$ cat config.mk
export PLATFORM = sky130hd
export DESIGN_NAME = dio_port
export DESIGN_NICKNAME = d
export VERILOG_FILES = /design/src/core/dio_pkg.sv /design/src/core/dio_port.sv /design/src/core/dio_tick_gen.sv
export SDC_FILE = /design/constraint.sdc
export NUM_CORES = 1
export LEC_CHECK = 0
export ABC_AREA = 1
export BUFFER_PORTS_ARGS = -buffer_cell sky130_fd_sc_hd__buf_2
export CORE_MARGIN = 10
export CORE_UTILIZATION = 56
export DETAILED_ROUTE_END_ITERATION = 7
export GPL_ROUTABILITY_DRIVEN = 0
export PLACE_DENSITY_LB_ADDON = 0.08
export RECOVER_POWER = 25
export SYNTH_ARGS = -nofsm -noshare
export SYNTH_HDL_FRONTEND = slang
export SYNTH_SLANG_ARGS = --single-unit
$ cat constraint.sdc
create_clock -name CLK -period 2.64 [get_ports CLK]
set_input_delay 0.396 -clock CLK [delete_from_list [all_inputs] [get_ports CLK]]
set_output_delay 0.396 -clock CLK [all_outputs]
set_load 0.05 [all_outputs]
$ cat src/core/dio_pkg.sv
package dio_pkg;
    // Line counts
    localparam int DIO_LINES = 32;
    localparam int DIO_STD_LINES = 8;
    localparam int DIO_STD_BIDIR = 4;
    // Clock period in picoseconds (200 MHz)
    localparam longint DIO_CLK_PS = 5000;
    // Refresh periods, in their own units as printed
    localparam longint DIO_FAST_US = 500;
    localparam longint DIO_FAST_RED_MS = 30;
    localparam longint DIO_STD_MS = 4;
    localparam longint DIO_STD_RED_MS = 750;
    localparam longint DIO_PS_PER_US = 1000000;
    localparam longint DIO_PS_PER_MS = 1000000000;
    // Derived refresh counts in clock cycles (longest-time style, rounded down)
    localparam int DIO_FAST_CYC = int'(DIO_FAST_US * DIO_PS_PER_US / DIO_CLK_PS);
    localparam int DIO_FAST_RED_CYC = int'(DIO_FAST_RED_MS * DIO_PS_PER_MS / DIO_CLK_PS);
    localparam int DIO_STD_CYC = int'(DIO_STD_MS * DIO_PS_PER_MS / DIO_CLK_PS);
    localparam int DIO_STD_RED_CYC = int'(DIO_STD_RED_MS * DIO_PS_PER_MS / DIO_CLK_PS);
    // Width of the refresh counters
    localparam int DIO_CNT_W = 32;
    // Reset values
    localparam logic [31:0] DIO_WORD_RST = 32'h00000000;
    localparam logic [7:0] DIO_BYTE_RST = 8'h00;
endpackage

$ cat src/core/dio_port.sv
`timescale 1ns/1ps
module dio_port
    import dio_pkg::*;
#(
    parameter int N_LINES = dio_pkg::DIO_LINES,
    parameter int FAST_CYC = dio_pkg::DIO_FAST_CYC,
    parameter int FAST_RED_CYC = dio_pkg::DIO_FAST_RED_CYC,
    parameter int STD_CYC = dio_pkg::DIO_STD_CYC,
    parameter int STD_RED_CYC = dio_pkg::DIO_STD_RED_CYC
)
(
    // Clock and reset
    input wire logic CLK,
    input wire logic RESET_N,
    // Host variant strap, same clock domain
    input wire logic REDUCED_HOST,
    // Fast path words from the host-selected parameters
    input wire logic [N_LINES-1:0] DIRECTION_WORD,
    input wire logic [N_LINES-1:0] OUTPUT_VALUE_WORD,
    output logic [N_LINES-1:0] LINE_STATE_WORD,
    // Standard path settings and data for lines one to eight
    input wire logic [dio_pkg::DIO_STD_LINES-1:0] STD_ROUTED,
    input wire logic [dio_pkg::DIO_STD_LINES-1:0] STD_INVERT,
    input wire logic [dio_pkg::DIO_STD_BIDIR-1:0] STD_OUTPUT_SELECT,
    input wire logic [dio_pkg::DIO_STD_BIDIR-1:0] STD_SOURCE_VALUE,
    output logic [dio_pkg::DIO_STD_LINES-1:0] STD_DEST_VALUE,
    // Line pins
    input wire logic [N_LINES-1:0] LINE_IN,
    output logic [N_LINES-1:0] LINE_OUT,
    output logic [N_LINES-1:0] LINE_OE,
    // Overload protection
    input wire logic LINE_OVERLOAD,
    input wire logic AUX_OVERLOAD,
    input wire logic TRIP_CLEAR,
    output logic AUX_SUPPLY_OUTPUT_EN,
    output logic OVERLOAD_TRIP,
    // Refresh strobes for the host
    output logic FAST_REFRESH,
    output logic STD_REFRESH
);
    localparam int NS = DIO_STD_LINES;
    localparam int NB = DIO_STD_BIDIR;

    // Pin synchronisers: lines plus the two overload sense inputs
    logic [N_LINES+1:0] sync1_reg;
    logic [N_LINES+1:0] sync2_reg;
    logic [N_LINES+1:0] sync3_reg;
    logic [N_LINES+1:0] stable_reg;
    logic [N_LINES+1:0] stable_next;
    logic reduced_reg;
    logic fast_tick;
    logic std_tick;
    logic fast_tick_reg;
    logic std_tick_reg;
    logic [N_LINES-1:0] dir_reg;
    logic [N_LINES-1:0] dir_next;
    logic [N_LINES-1:0] wr_reg;
    logic [N_LINES-1:0] wr_next;
    logic [N_LINES-1:0] rd_reg;
    logic [N_LINES-1:0] rd_next;
    logic [NB-1:0] std_drv_reg;
    logic [NB-1:0] std_drv_next;
    logic [NS-1:0] std_dest_reg;
    logic [NS-1:0] std_dest_next;
    logic trip_reg;
    logic trip_next;
    logic [N_LINES-1:0] oe_reg;
    logic [N_LINES-1:0] oe_next;
    logic [N_LINES-1:0] out_reg;
    logic [N_LINES-1:0] out_next;
    logic aux_en_reg;

    // A bit counts as changed only when the second and third stages agree
    assign stable_next = (sync2_reg & sync3_reg) | (stable_reg & (sync2_reg ^ sync3_reg));
    wire logic [N_LINES-1:0] line_state = stable_reg[N_LINES-1:0];
    wire logic overload_seen = stable_reg[N_LINES] | stable_reg[N_LINES+1];

    // Standard path claims: lines one to four may be outputs, five to eight never
    wire logic [NB-1:0] std_out_low = STD_ROUTED[NB-1:0] & STD_OUTPUT_SELECT;
    wire logic [N_LINES-1:0] std_claim = {{(N_LINES-NS){1'b0}}, STD_ROUTED};
    wire logic [N_LINES-1:0] std_out = {{(N_LINES-NB){1'b0}}, std_out_low};
    wire logic [N_LINES-1:0] std_val = {{(N_LINES-NB){1'b0}}, std_drv_reg};

    // Fast path samples its words on its own refresh tick
    assign dir_next = fast_tick ? DIRECTION_WORD : dir_reg;
    assign wr_next = fast_tick ? OUTPUT_VALUE_WORD : wr_reg;
    assign rd_next = fast_tick ? line_state : rd_reg;

    // Standard path transfers, inverted per line; unrouted inputs report zero
    assign std_drv_next = std_tick ? (STD_SOURCE_VALUE ^ STD_INVERT[NB-1:0]) : std_drv_reg;
    assign std_dest_next = std_tick ? ((line_state[NS-1:0] ^ STD_INVERT) & STD_ROUTED) : std_dest_reg;

    // Overload trip is sticky; an overload present in the clear cycle wins
    assign trip_next = overload_seen | (trip_reg & ~TRIP_CLEAR);

    // Pin drive: standard outputs first, else unclaimed lines with direction set
    assign oe_next = trip_reg ? {N_LINES{1'b0}} : (std_out | (~std_claim & dir_reg));
    assign out_next = trip_reg ? {N_LINES{1'b0}} : ((std_out & std_val) | (~std_claim & dir_reg & wr_reg));

    // Same-clock strap capture; refresh period follows the latest value
    always_ff @(posedge CLK or negedge RESET_N)
    begin
        if (!RESET_N)
            reduced_reg <= 1'b0;
        else
            reduced_reg <= REDUCED_HOST;
    end

    // Fast refresh timer
    dio_tick_gen #(
        .CNT_W(DIO_CNT_W),
        .PERIOD_NORMAL(DIO_CNT_W'(FAST_CYC)),
        .PERIOD_REDUCED(DIO_CNT_W'(FAST_RED_CYC))
    ) u_fast_tick (
        .clk(CLK),
        .reset_n(RESET_N),
        .reduced(reduced_reg),
        .tick(fast_tick)
    );

    // Standard refresh timer
    dio_tick_gen #(
        .CNT_W(DIO_CNT_W),
        .PERIOD_NORMAL(DIO_CNT_W'(STD_CYC)),
        .PERIOD_REDUCED(DIO_CNT_W'(STD_RED_CYC))
    ) u_std_tick (
        .clk(CLK),
        .reset_n(RESET_N),
        .reduced(reduced_reg),
        .tick(std_tick)
    );

    // Three-stage synchronisers and agreement filter
    always_ff @(posedge CLK or negedge RESET_N)
    begin
        if (!RESET_N)
        begin
            sync1_reg <= '0;
            sync2_reg <= '0;
            sync3_reg <= '0;
            stable_reg <= '0;
        end
        else
        begin
            sync1_reg <= {AUX_OVERLOAD, LINE_OVERLOAD, LINE_IN};
            sync2_reg <= sync1_reg;
            sync3_reg <= sync2_reg;
            stable_reg <= stable_next;
        end
    end

    // Fast path words; direction clears at reset so all lines but standard outputs on lines one to four start as inputs
    always_ff @(posedge CLK or negedge RESET_N)
    begin
        if (!RESET_N)
        begin
            dir_reg <= DIO_WORD_RST;
            wr_reg <= DIO_WORD_RST;
            rd_reg <= DIO_WORD_RST;
        end
        else
        begin
            dir_reg <= dir_next;
            wr_reg <= wr_next;
            rd_reg <= rd_next;
        end
    end

    // Standard path data
    always_ff @(posedge CLK or negedge RESET_N)
    begin
        if (!RESET_N)
        begin
            std_drv_reg <= DIO_BYTE_RST[NB-1:0];
            std_dest_reg <= DIO_BYTE_RST;
        end
        else
        begin
            std_drv_reg <= std_drv_next;
            std_dest_reg <= std_dest_next;
        end
    end

    // Pin drive, trip and strobes; positive logic straight to the pins
    always_ff @(posedge CLK or negedge RESET_N)
    begin
        if (!RESET_N)
        begin
            trip_reg <= 1'b0;
            oe_reg <= DIO_WORD_RST;
            out_reg <= DIO_WORD_RST;
            fast_tick_reg <= 1'b0;
            std_tick_reg <= 1'b0;
            aux_en_reg <= 1'b1; // Own flop, so the supply enable pin is never fed through a gate
        end
        else
        begin
            trip_reg <= trip_next;
            oe_reg <= oe_next;
            out_reg <= out_next;
            fast_tick_reg <= fast_tick;
            std_tick_reg <= std_tick;
            aux_en_reg <= ~trip_next;
        end
    end

    assign LINE_STATE_WORD = rd_reg;
    assign STD_DEST_VALUE = std_dest_reg;
    assign LINE_OUT = out_reg;
    assign LINE_OE = oe_reg;
    assign OVERLOAD_TRIP = trip_reg;
    assign AUX_SUPPLY_OUTPUT_EN = aux_en_reg;
    assign FAST_REFRESH = fast_tick_reg;
    assign STD_REFRESH = std_tick_reg;
endmodule // dio_port

$ cat src/core/dio_tick_gen.sv
`timescale 1ns/1ps
// Periodic refresh tick; period chosen by the reduced host strap
module dio_tick_gen
#(
    parameter int CNT_W = 32,
    parameter logic [CNT_W-1:0] PERIOD_NORMAL = 32'h00000010,
    parameter logic [CNT_W-1:0] PERIOD_REDUCED = 32'h00000020
)
(
    // Clock and reset
    input wire logic clk,
    input wire logic reset_n,
    // Control
    input wire logic reduced,
    // Result
    output logic tick
);
    logic [CNT_W-1:0] count_reg;
    logic [CNT_W-1:0] count_next;
    logic tick_reg;
    logic tick_next;
    wire logic [CNT_W-1:0] last_count = (reduced ? PERIOD_REDUCED : PERIOD_NORMAL) - {{(CNT_W-1){1'b0}}, 1'b1};
    // A change of strap mid-period is caught by the >= so the count never runs away
    wire logic at_end = (count_reg >= last_count);

    assign count_next = at_end ? {CNT_W{1'b0}} : count_reg + {{(CNT_W-1){1'b0}}, 1'b1};
    assign tick_next = at_end;
    assign tick = tick_reg;

    // Free-running period counter
    always_ff @(posedge clk or negedge reset_n)
    begin
        if (!reset_n)
        begin
            count_reg <= {CNT_W{1'b0}};
            tick_reg <= 1'b0;
        end
        else
        begin
            count_reg <= count_next;
            tick_reg <= tick_next;
        end
    end
endmodule // dio_tick_gen

==> results of run 1 <==
power by group through the flow:
stage	registers [µW]	logic [µW]	clock network (µW)
after floorplan	6820	325	0
after global placement	6400	1250	0
after detailed placement	6410	1270	0
after CTS	6300	1330	6000
after global routing	6340	1420	6250
final	6300	1310	5860
layout make-up:
cell class / instances / area (µm²) / area share (%)
Inverter: 120 / 450 / 2.52
Clock buffer: 49 / 1080 / 6.07
Multi-Input combinational cell: 780 / 4400 / 24.6
Sequential cell: 379 / 9490 / 53.1
Tap cell: 330 / 413 / 2.31
Clock inverter: 23 / 320 / 1.79
Timing Repair Buffer: 284 / 1710 / 9.56
stage by stage:
stage | utilization, % | hold WS, ns | setup WS [ns]
2_1_floorplan | - | 0.100 | 0.723
3_3_place_gp | 63.7 | 0.332 | 0.394
3_5_place_dp | 63.7 | 0.335 | 0.304
4_1_cts | 70.6 | 0.00355 | 0.290
5_1_grt | 70.5 | 0.0391 | 0.108
6_report | 70.5 | 0.0554 | 0.332
cell families after synthesis:
kind of cell,synth area share (%)
flops,65.6
fa+ha+maj,5.11
buf+inv,4.23
mux,3.12
compound gates,5.00
simple gates,14.5
xor+xnor,2.42
other cells,0.0259
routing by layer:
metal | global-route usage [%] | wire length, µm
met4 | 5.51 | 726
met3 | 4.74 | 2130
met5 | 0 | 0
met1 | 26.1 | 13800
met2 | 32.7 | 16000
cell usage in the layout (no fill, tap or decap), drive strengths merged, types with 2 or more instances in the layout:
cell and count:
ha 59, o21ai 71, nor2 168, dlygate4sd3 35
nand2 237, o31ai 4, dfrtp 378, xnor2 18
inv 123, nor3 42, clkinv 11, mux2 40
bufinv 7, nand4 10, conb 11, xor2 22
clkbuf 60, clkinvlp 2, nor4 4, a21o 35
a21oi 15, buf 238, nand3 42
repair_timing:
action                                  CTS  global route
hold endpoints to repair                 88             0
resized for setup                         0             0
hold buffers                             35             0
endpoints found under the setup margin    0             0
path summary, 6_finish.rpt:
| path | depth (start not counted) | start | slack (ns) | end |
|---|---|---|---|---|
| max | 11 | reduced_reg$_DFF_PN0_ | 0.33 | u_fast_tick.count_reg[13]$_DFF_PN0_ |
| max in group asynchronous | 3 | RESET_N | 0.62 | stable_reg[25]$_DFF_PN0_ |
| min | 1 | LINE_IN[28] | 0.06 | sync1_reg[28]$_DFF_PN0_ |
| min in group asynchronous | 2 | RESET_N | 0.87 | LINE_STATE_WORD[22]$_DFFE_PN0P_ |
| max reg2reg | 11 | reduced_reg$_DFF_PN0_ | 0.33 | u_fast_tick.count_reg[13]$_DFF_PN0_ |
| min reg2reg | 0 | sync1_reg[21]$_DFF_PN0_ | 0.34 | sync2_reg[21]$_DFF_PN0_ |
==> impl_metrics.tcl, run 1 <==
set metrics [dict create \
    critPathKind "register to register" \
    relSlewSlack_pct -17.1 \
    final-hold-violation-count 0 \
    min_path_type "input pin to register" \
    skew_ns 0.0176 \
    violations "capacitance limit, slew limit" \
    fin_crit_sh_pct 87.4 \
    critPathRequiredTime_ns 3.02 \
    h-tree-depth 2 \
    grt_max_degree 70 \
    grt_overflow 0 \
    yosys_warnings 0 \
    leakage_uw 0.00906 \
    vias_per_cell 5.04 \
    worstPathCellList "inv_1 -> ha_1 -> nand2_1 -> nor2_1 -> nand2_1 -> nand2_1 -> nand2_1 -> nand2_1 -> nand2_1 -> nand2_2 -> nor2_1" \
    slew_viol_final 60 \
    worstMarginPinSlew_ns 1.76 \
    finalCriticalPeriod_ns 2.31 \
    critical_path.top_delay_family "simple AND/OR/NAND/NOR gates" \
    row_count 58 \
    crit_fanout 24 \
    maxCapViolCount 1 \
    root_buffer "clkbuf_16" \
    vias 9900 \
    synth-main-ff-cell "dfrtp_1" \
    postRouteAntennaNets 0 \
    synth_area_mm2 0.0145 \
    first_pass_iters 5 \
    cts_buffers 39 \
    syn_avg_cell_area_um2 11.1 \
    switchingPower_uw 3310 \
    synth_edf_count 0 \
    grt_antenna_before_repair 1 \
    rsz0062_at_grt "false" \
    yosysTopAreaCellShare_pct 65.4 \
    total_power_uw 13500 \
    netlist_top_cells_area "dfrtp_1, nand2_1, ha_1" \
    grt_pass1_vias 10200 \
    cts_sinks 379 \
    worstPathArrival_ns 2.69 \
    synth_common_cells "dfrtp_1, nand2_1, nor2_1, inv_1, o21ai_0" \
    io_pins 234 \
    synth_top_cell_by_area "dfrtp_1" \
    synthArstFlopShare_pct 100 \
    avgRoutedWirePerCell_um 16.6 \
    ir_drop_mv 0.537 \
    cts_setup_buffers 0 \
    p_int_uw 10200 \
    fin_cells 1965 \
    yosys_register_bits 379 \
    die_h_um 181 \
    die_w_um 181 \
    clkTransAtPathRegs_ns 0.06 \
    ys_seq_area_share_pct 65.6 \
    dp_hpwl_um 22900 \
    power_frac_clock_pct 43.5 \
    p_comb_share_pct 9.7 \
    drive_above_1_share_pct 22.3 \
    synth_most_common_cell "dfrtp_1" \
    synthToLayoutAreaGrowth_pct 23.5 \
    fin_nets 1789 \
    placed_area_mm2 0.0161 \
    p_per_area_mw_per_mm2 754 \
    worst_setup_path_end_kind "register" \
    drc 0 \
    clock_latency_ns 0.53 \
    cp_num_buf_inv 1 \
    wl_um 32600 \
    dp_cells 1858 \
    cts_tree "built" \
    ys_types 30 \
    postLayoutCellArea_mm2 0.0179 \
    setup_violations 0 \
    start_util_pct 57.1 \
    p_seq_share_pct 46.8 \
    crit_slowest_cell "dfrtp_1" \
    coreArea_mm2 0.0253 \
    setup_tns_ns 0 \
    cts.path.max_buffers 3 \
    synthCells 1300 \
    status "finished, violations left" \
    cp-start-kind "register" \
    antennaDiodeCount 0 \
    port_buffers 233 \
    sw_frac_of_total_pct 24.6 \
    critPathMaxStageDelay_ns 0.50 \
    timing.fmax_ghz 0.433 \
    track_usage_pct 20.0 \
    die_area_mm2 0.0326 \
    first_iter_violations 694 \
    crit_top_cell "nand2_1" \
    grt_first_pass_wirelength_um 53800 \
    fill_cells 1861 \
]
(Power assumes the default switching activity.)
==> run 2: changes to the inputs <==
--- a/config.mk
+++ b/config.mk
@@ -8,4 +8,5 @@
 export ABC_AREA = 1
 export BUFFER_PORTS_ARGS = -buffer_cell sky130_fd_sc_hd__buf_2
+export CAP_MARGIN = 20
 export CORE_MARGIN = 10
 export CORE_UTILIZATION = 56
==> constraint.sdc (replaced) <==
create_clock -name CLK -period 2.64 [get_ports CLK]
set_input_delay 0.264 -clock CLK [delete_from_list [all_inputs] [get_ports CLK]]
set_output_delay 0.264 -clock CLK [all_outputs]
set_load 0.05 [all_outputs]
==> impl_metrics.tcl, run 2 (synthesis gave the netlist of run 1 again) <==
set metrics [dict create \
    die_area_mm2 0.0326 \
    grt_pass1_vias 10500 \
    cts_tree "built" \
    fin_crit_sh_pct 88.7 \
    leakage_uw 0.00927 \
    setup_tns_ns 0 \
    postRouteAntennaNets 0 \
    worst_setup_path_end_kind "register" \
    dp_cells 1855 \
    cts_setup_buffers 0 \
    dp_slack_ns 0.298 \
    first_iter_violations 747 \
    worstPathArrival_ns 2.73 \
    grt_overflow 0 \
    first_pass_iters 5 \
    setup_violations 0 \
    wl_um 33700 \
    min_path_type "input pin to register" \
    mostFrequentLayoutCells "dfrtp_1, nand2_1, buf_2" \
    coreArea_mm2 0.0253 \
    drive_above_1_share_pct 21.0 \
    rr_startpoint "reduced_reg$_DFF_PN0_" \
    critPathRequiredTime_ns 3.02 \
    placed_area_mm2 0.0161 \
    critPathKind "register to register" \
    cts_sinks 379 \
    rrSetupSlack_ns 0.30 \
    skew_ns 0.0205 \
    row_count 58 \
    synthToLayoutAreaGrowth_pct 27.2 \
    finalCriticalPeriod_ns 2.34 \
    fill_cells 1763 \
    postLayoutCellArea_mm2 0.0184 \
    vias 10100 \
    die_h_um 181 \
    p_per_area_mw_per_mm2 721 \
    start_util_pct 57.1 \
    dp_hpwl_um 23000 \
    multi_input_area_mm2 0.00440 \
    io_pins 234 \
    die_w_um 181 \
    fin_ws_ns 0.299 \
    avgRoutedWirePerCell_um 16.7 \
    slew_viol_final 52 \
    h-tree-depth 2 \
    ir_drop_mv 0.582 \
    track_usage_pct 20.6 \
    final_common_cell "dfrtp_1" \
    rsz0062_at_grt "false" \
    drc 0 \
    violations "capacitance limit, slew limit" \
    maxCapViolCount 1 \
    r2r_cells 11 \
    fin_nets 1848 \
    hold_path_depth 3 \
    root_buffer "clkbuf_16" \
    grt_antenna_before_repair 2 \
    cts.path.max_buffers 3 \
    grt_first_pass_wirelength_um 55100 \
    grt_max_degree 85 \
    fin_cells 2021 \
    cts_buffers 38 \
    vias_per_cell 5.02 \
    cp-start-kind "register" \
    seqCellArea_mm2 0.00949 \
    clock_latency_ns 0.52 \
    worstMarginPinSlew_ns 1.55 \
    timing.fmax_ghz 0.427 \
    hold_end "dir_reg[13]$_DFFE_PN0P_" \
    timing.rr.end "u_fast_tick.count_reg[12]$_DFF_PN0_" \
    final-hold-violation-count 0 \
    relSlewSlack_pct -3.08 \
    worstHoldStart "DIRECTION_WORD[13]" \
    status "finished, violations left" \
    port_buffers 233 \
    crit_fanout 24 \
    clkTransAtPathRegs_ns 0.06 \
]
-- run 2: changes by cell type in the layout (fill, tap and decap cells not counted), sizes merged --
cell,delta
clkinvlp,-1
inv,-2
clkbuf,+7
clkinv,-6
diode,+2
bufinv,-3
buf,-4
dlygate4sd3,+63
-- run 2: layer usage --
metal	vias up	track usage (%)	part of all wire, %
met5	-	0	0
met1	4883	26.6	43
met3	73	3.94	5.6
met2	313	33.8	48
li1	4879	-	-
met4	0	7.51	3.2
-- run 2: layout make-up --
| cell class | instances | area share, % |
|---|---|---|
| flip-flops and latches | 379 | 51.6 |
| multi-input cells | 780 | 23.9 |
| repair buffers | 344 | 12.6 |
| clock buffers | 55 | 6.29 |
| inverters | 120 | 2.45 |
| well taps | 330 | 2.25 |
| clock inverters | 11 | 0.898 |
| diodes | 2 | 0.0272 |
-- run 2: through the flow --
step	utilization, %	total power (µW)	hold slack [ns]
floorplan	-	7140	-0.0316
global placement	63.7	7650	0.237
detailed placement	63.7	7690	0.236
CTS	72.7	13400	0.000368
global route	72.6	13800	0.0129
finish	72.6	13200	0.00796
-- run 2: worst max path at each step --
| stage | slack [ns] | depth (start not counted) | to | startpoint |
|---|---|---|---|---|
| finish | 0.30 | 11 | u_fast_tick.count_reg[12]$_DFF_PN0_ | reduced_reg$_DFF_PN0_ |
| CTS | 0.28 | 11 | u_fast_tick.count_reg[12]$_DFF_PN0_ | reduced_reg$_DFF_PN0_ |
| global route | 0.06 | 11 | u_fast_tick.count_reg[12]$_DFF_PN0_ | reduced_reg$_DFF_PN0_ |
| global placement | 0.39 | 11 | u_fast_tick.count_reg[23]$_DFF_PN0_ | reduced_reg$_DFF_PN0_ |
| floorplan | 0.72 | 9 | u_std_tick.count_reg[23]$_DFF_PN0_ | reduced_reg$_DFF_PN0_ |
| detailed placement | 0.30 | 11 | u_fast_tick.count_reg[12]$_DFF_PN0_ | reduced_reg$_DFF_PN0_ |
-- run 2: power by group --
group	internal (µW)	switching, µW
Sequential	6140	169
Combinational	449	922
Clock	3430	2130
-- run 2: what timing repair did --
| action | in CTS | in global routing |
|---|---|---|
| setup endpoints to repair | 0 | 0 |
| endpoints found under the hold margin | 150 | 0 |
| hold buffers | 98 | 0 |
| resized for setup | 0 | 0 |
-- run 2: critical path, stage by stage, from the launching register on --
cell and delay, ns:
dfrtp_1 0.50, inv_1 0.35, ha_1 0.40, nand2_1 0.07, nor2_1 0.10, nand2_1 0.06
nand2_1 0.07, nand2_1 0.05, nand2_1 0.06, nand2_1 0.07, nand2_2 0.36, nor2_1 0.11
==> run 3: changes to the inputs <==
- PLACE_DENSITY: unset -> 0.89
- PLACE_DENSITY_LB_ADDON: 0.08 -> unset
- SETUP_SLACK_MARGIN: unset -> 0.5
==> impl_metrics.tcl, run 3 (synthesis gave the netlist of run 1 again) <==
set metrics [dict create \
    min_path_type "input pin to register" \
    power_frac_clock_pct 40.9 \
    worstPathArrival_ns 1.78 \
    leakage_uw 0.00920 \
    crit_fanout 20 \
    finalCriticalPeriod_ns 2.04 \
    fill_cells 1491 \
    busiest_layer "met2" \
    critPathRequiredTime_ns 2.38 \
    relSlewSlack_pct 46.9 \
    skew_ns 0.0123 \
    grt_max_degree 86 \
    row_count 58 \
    grt_antenna_before_repair 5 \
    die_h_um 181 \
    critPathMaxStageDelay_ns 0.86 \
    status "completed" \
    avgRoutedWirePerCell_um 20.2 \
    worstMarginPinSlew_ns 0.796 \
    final-hold-violation-count 0 \
    timing.fmax_ghz 0.490 \
    synthToLayoutAreaGrowth_pct 26.1 \
    critPathKind "register to output port" \
    dp_hpwl_um 25100 \
    fin_cells 2015 \
    cp_num_buf_inv 1 \
    sw_frac_of_total_pct 25.6 \
    grt_first_pass_wirelength_um 64200 \
    cts_buffers 37 \
    cts_tree "built" \
    setup_tns_ns 0 \
    die_w_um 181 \
    p_seq_share_pct 48.3 \
    cts_sinks 379 \
    first_iter_violations 1497 \
    io_pins 234 \
    drc 0 \
    grt_overflow 0 \
    dp_cells 1865 \
    p_per_area_mw_per_mm2 720 \
    h-tree-depth 2 \
    slew_viol_final 0 \
    fin_crit_sh_pct 77.4 \
    die_area_mm2 0.0326 \
    cp-start-kind "register" \
    drive_above_1_share_pct 22.1 \
    clkTransAtPathRegs_ns 0.06 \
    p_int_uw 9760 \
    worstPathCellList "buf_2" \
    root_buffer "clkbuf_16" \
    final_common_cell "dfrtp_1" \
    vias 11100 \
    seqCellArea_mm2 0.00949 \
    postRouteAntennaNets 0 \
    critical_path.top_delay_family "flip-flops" \
    grt_pass1_vias 11700 \
    ir_drop_mv 0.583 \
    setup_violations 0 \
    port_buffers 233 \
    coreArea_mm2 0.0253 \
    start_util_pct 57.1 \
    wl_um 40700 \
    vias_per_cell 5.51 \
    gr-usage-met2_pct 42.1 \
    use_met3_pct 5.00 \
    first_pass_iters 6 \
    mostFrequentLayoutCells "dfrtp_1, nand2_1, buf_2" \
    rsz0062_at_grt "true" \
    clock_latency_ns 0.51 \
    crit_slowest_cell "dfrtp_1" \
    use_met1_pct 28.3 \
    multi_input_area_mm2 0.00445 \
    cts.path.max_buffers 3 \
    p_comb_share_pct 10.8 \
    switchingPower_uw 3360 \
    track_usage_pct 24.3 \
    worst_setup_path_end_kind "output port" \
    holdWs_ns 0.00385 \
    maxCapViolCount 0 \
    fin_nets 1840 \
]
## run 3: changes by cell type in the layout (fill, tap and decap cells not counted), sizes merged
cell / before / now
dlygate4sd3: 98 / 75
clkinvlp: 1 / 3
diode: 2 / 5
bufinv: 4 / 2
buf: 234 / 249
clkinv: 5 / 7
inv: 121 / 120
clkbuf: 67 / 64
nand2: 237 / 238
## run 3: repair_timing
item / CTS / global route
hold endpoints to repair: 144 / 0
hold buffers: 75 / 0
buffers inserted: 3 / 1
setup endpoints to repair: 53 / 54
pin swaps: 0 / 2
gates resized for setup: 3 / 8
gates cloned: 0 / 2
## run 3: path summary, 6_finish.rpt
check,start,end,slack [ns],cells after the start
max reg2reg,reduced_reg$_DFF_PN0_,u_std_tick.count_reg[20]$_DFF_PN0_,0.66,8
min in group asynchronous,RESET_N,sync1_reg[10]$_DFF_PN0_,0.33,2
min reg2reg,sync1_reg[32]$_DFF_PN0_,sync2_reg[32]$_DFF_PN0_,0.35,0
min,OUTPUT_VALUE_WORD[20],wr_reg[20]$_DFFE_PN0P_,0.004,3
max,OVERLOAD_TRIP$_DFF_PN0_,OVERLOAD_TRIP,0.60,1
max in group asynchronous,RESET_N,stable_reg[23]$_DFF_PN0_,1.45,3
## run 3: worst min-delay path, cell delays in order
cell and delay (ns):
buf_2 0.10, nand2_1 0.05, o21ai_0 0.06
## run 3: routing by layer
metal	routed length (µm)	vias to the layer above
li1	-	4868
met1	14600	5439
met2	20800	612
met3	3090	180
met4	2190	0
met5	0	-
## run 3: final cells by class
class / count / share of cell area [%]
Inverter: 120 / 2.49
Timing Repair inverter: 1 / 0.0412
Tap cell: 330 / 2.26
Sequential cell: 379 / 52.0
Clock inverter: 11 / 0.631
Clock buffer: 53 / 6.19
Timing Repair Buffer: 335 / 11.9
Antenna cell: 5 / 0.0686
Multi-Input combinational cell: 781 / 24.4
## run 3: stage by stage
| step | instance area, µm² | worst slack [ns] | power [µW] | utilization (%) |
|---|---|---|---|---|
| global route | 18200 | 0.482 | 13600 | 72.0 |
| detailed placement | 16100 | 0.342 | 7710 | 63.8 |
| CTS | 18200 | 0.578 | 13100 | 71.8 |
| floorplan | 14500 | 0.723 | 7140 | - |
| finish | 18200 | 0.597 | 13100 | 72.0 |
| global placement | 16100 | 0.463 | 7630 | 63.8 |
## run 3: power by group through the flow
stage | Combinational (µW) | Sequential (µW) | Clock [µW]
global placement | 1230 | 6400 | 0
floorplan | 325 | 6820 | 0
CTS | 1400 | 6330 | 5390
finish | 1410 | 6340 | 5360
detailed placement | 1280 | 6430 | 0
global route | 1510 | 6370 | 5670
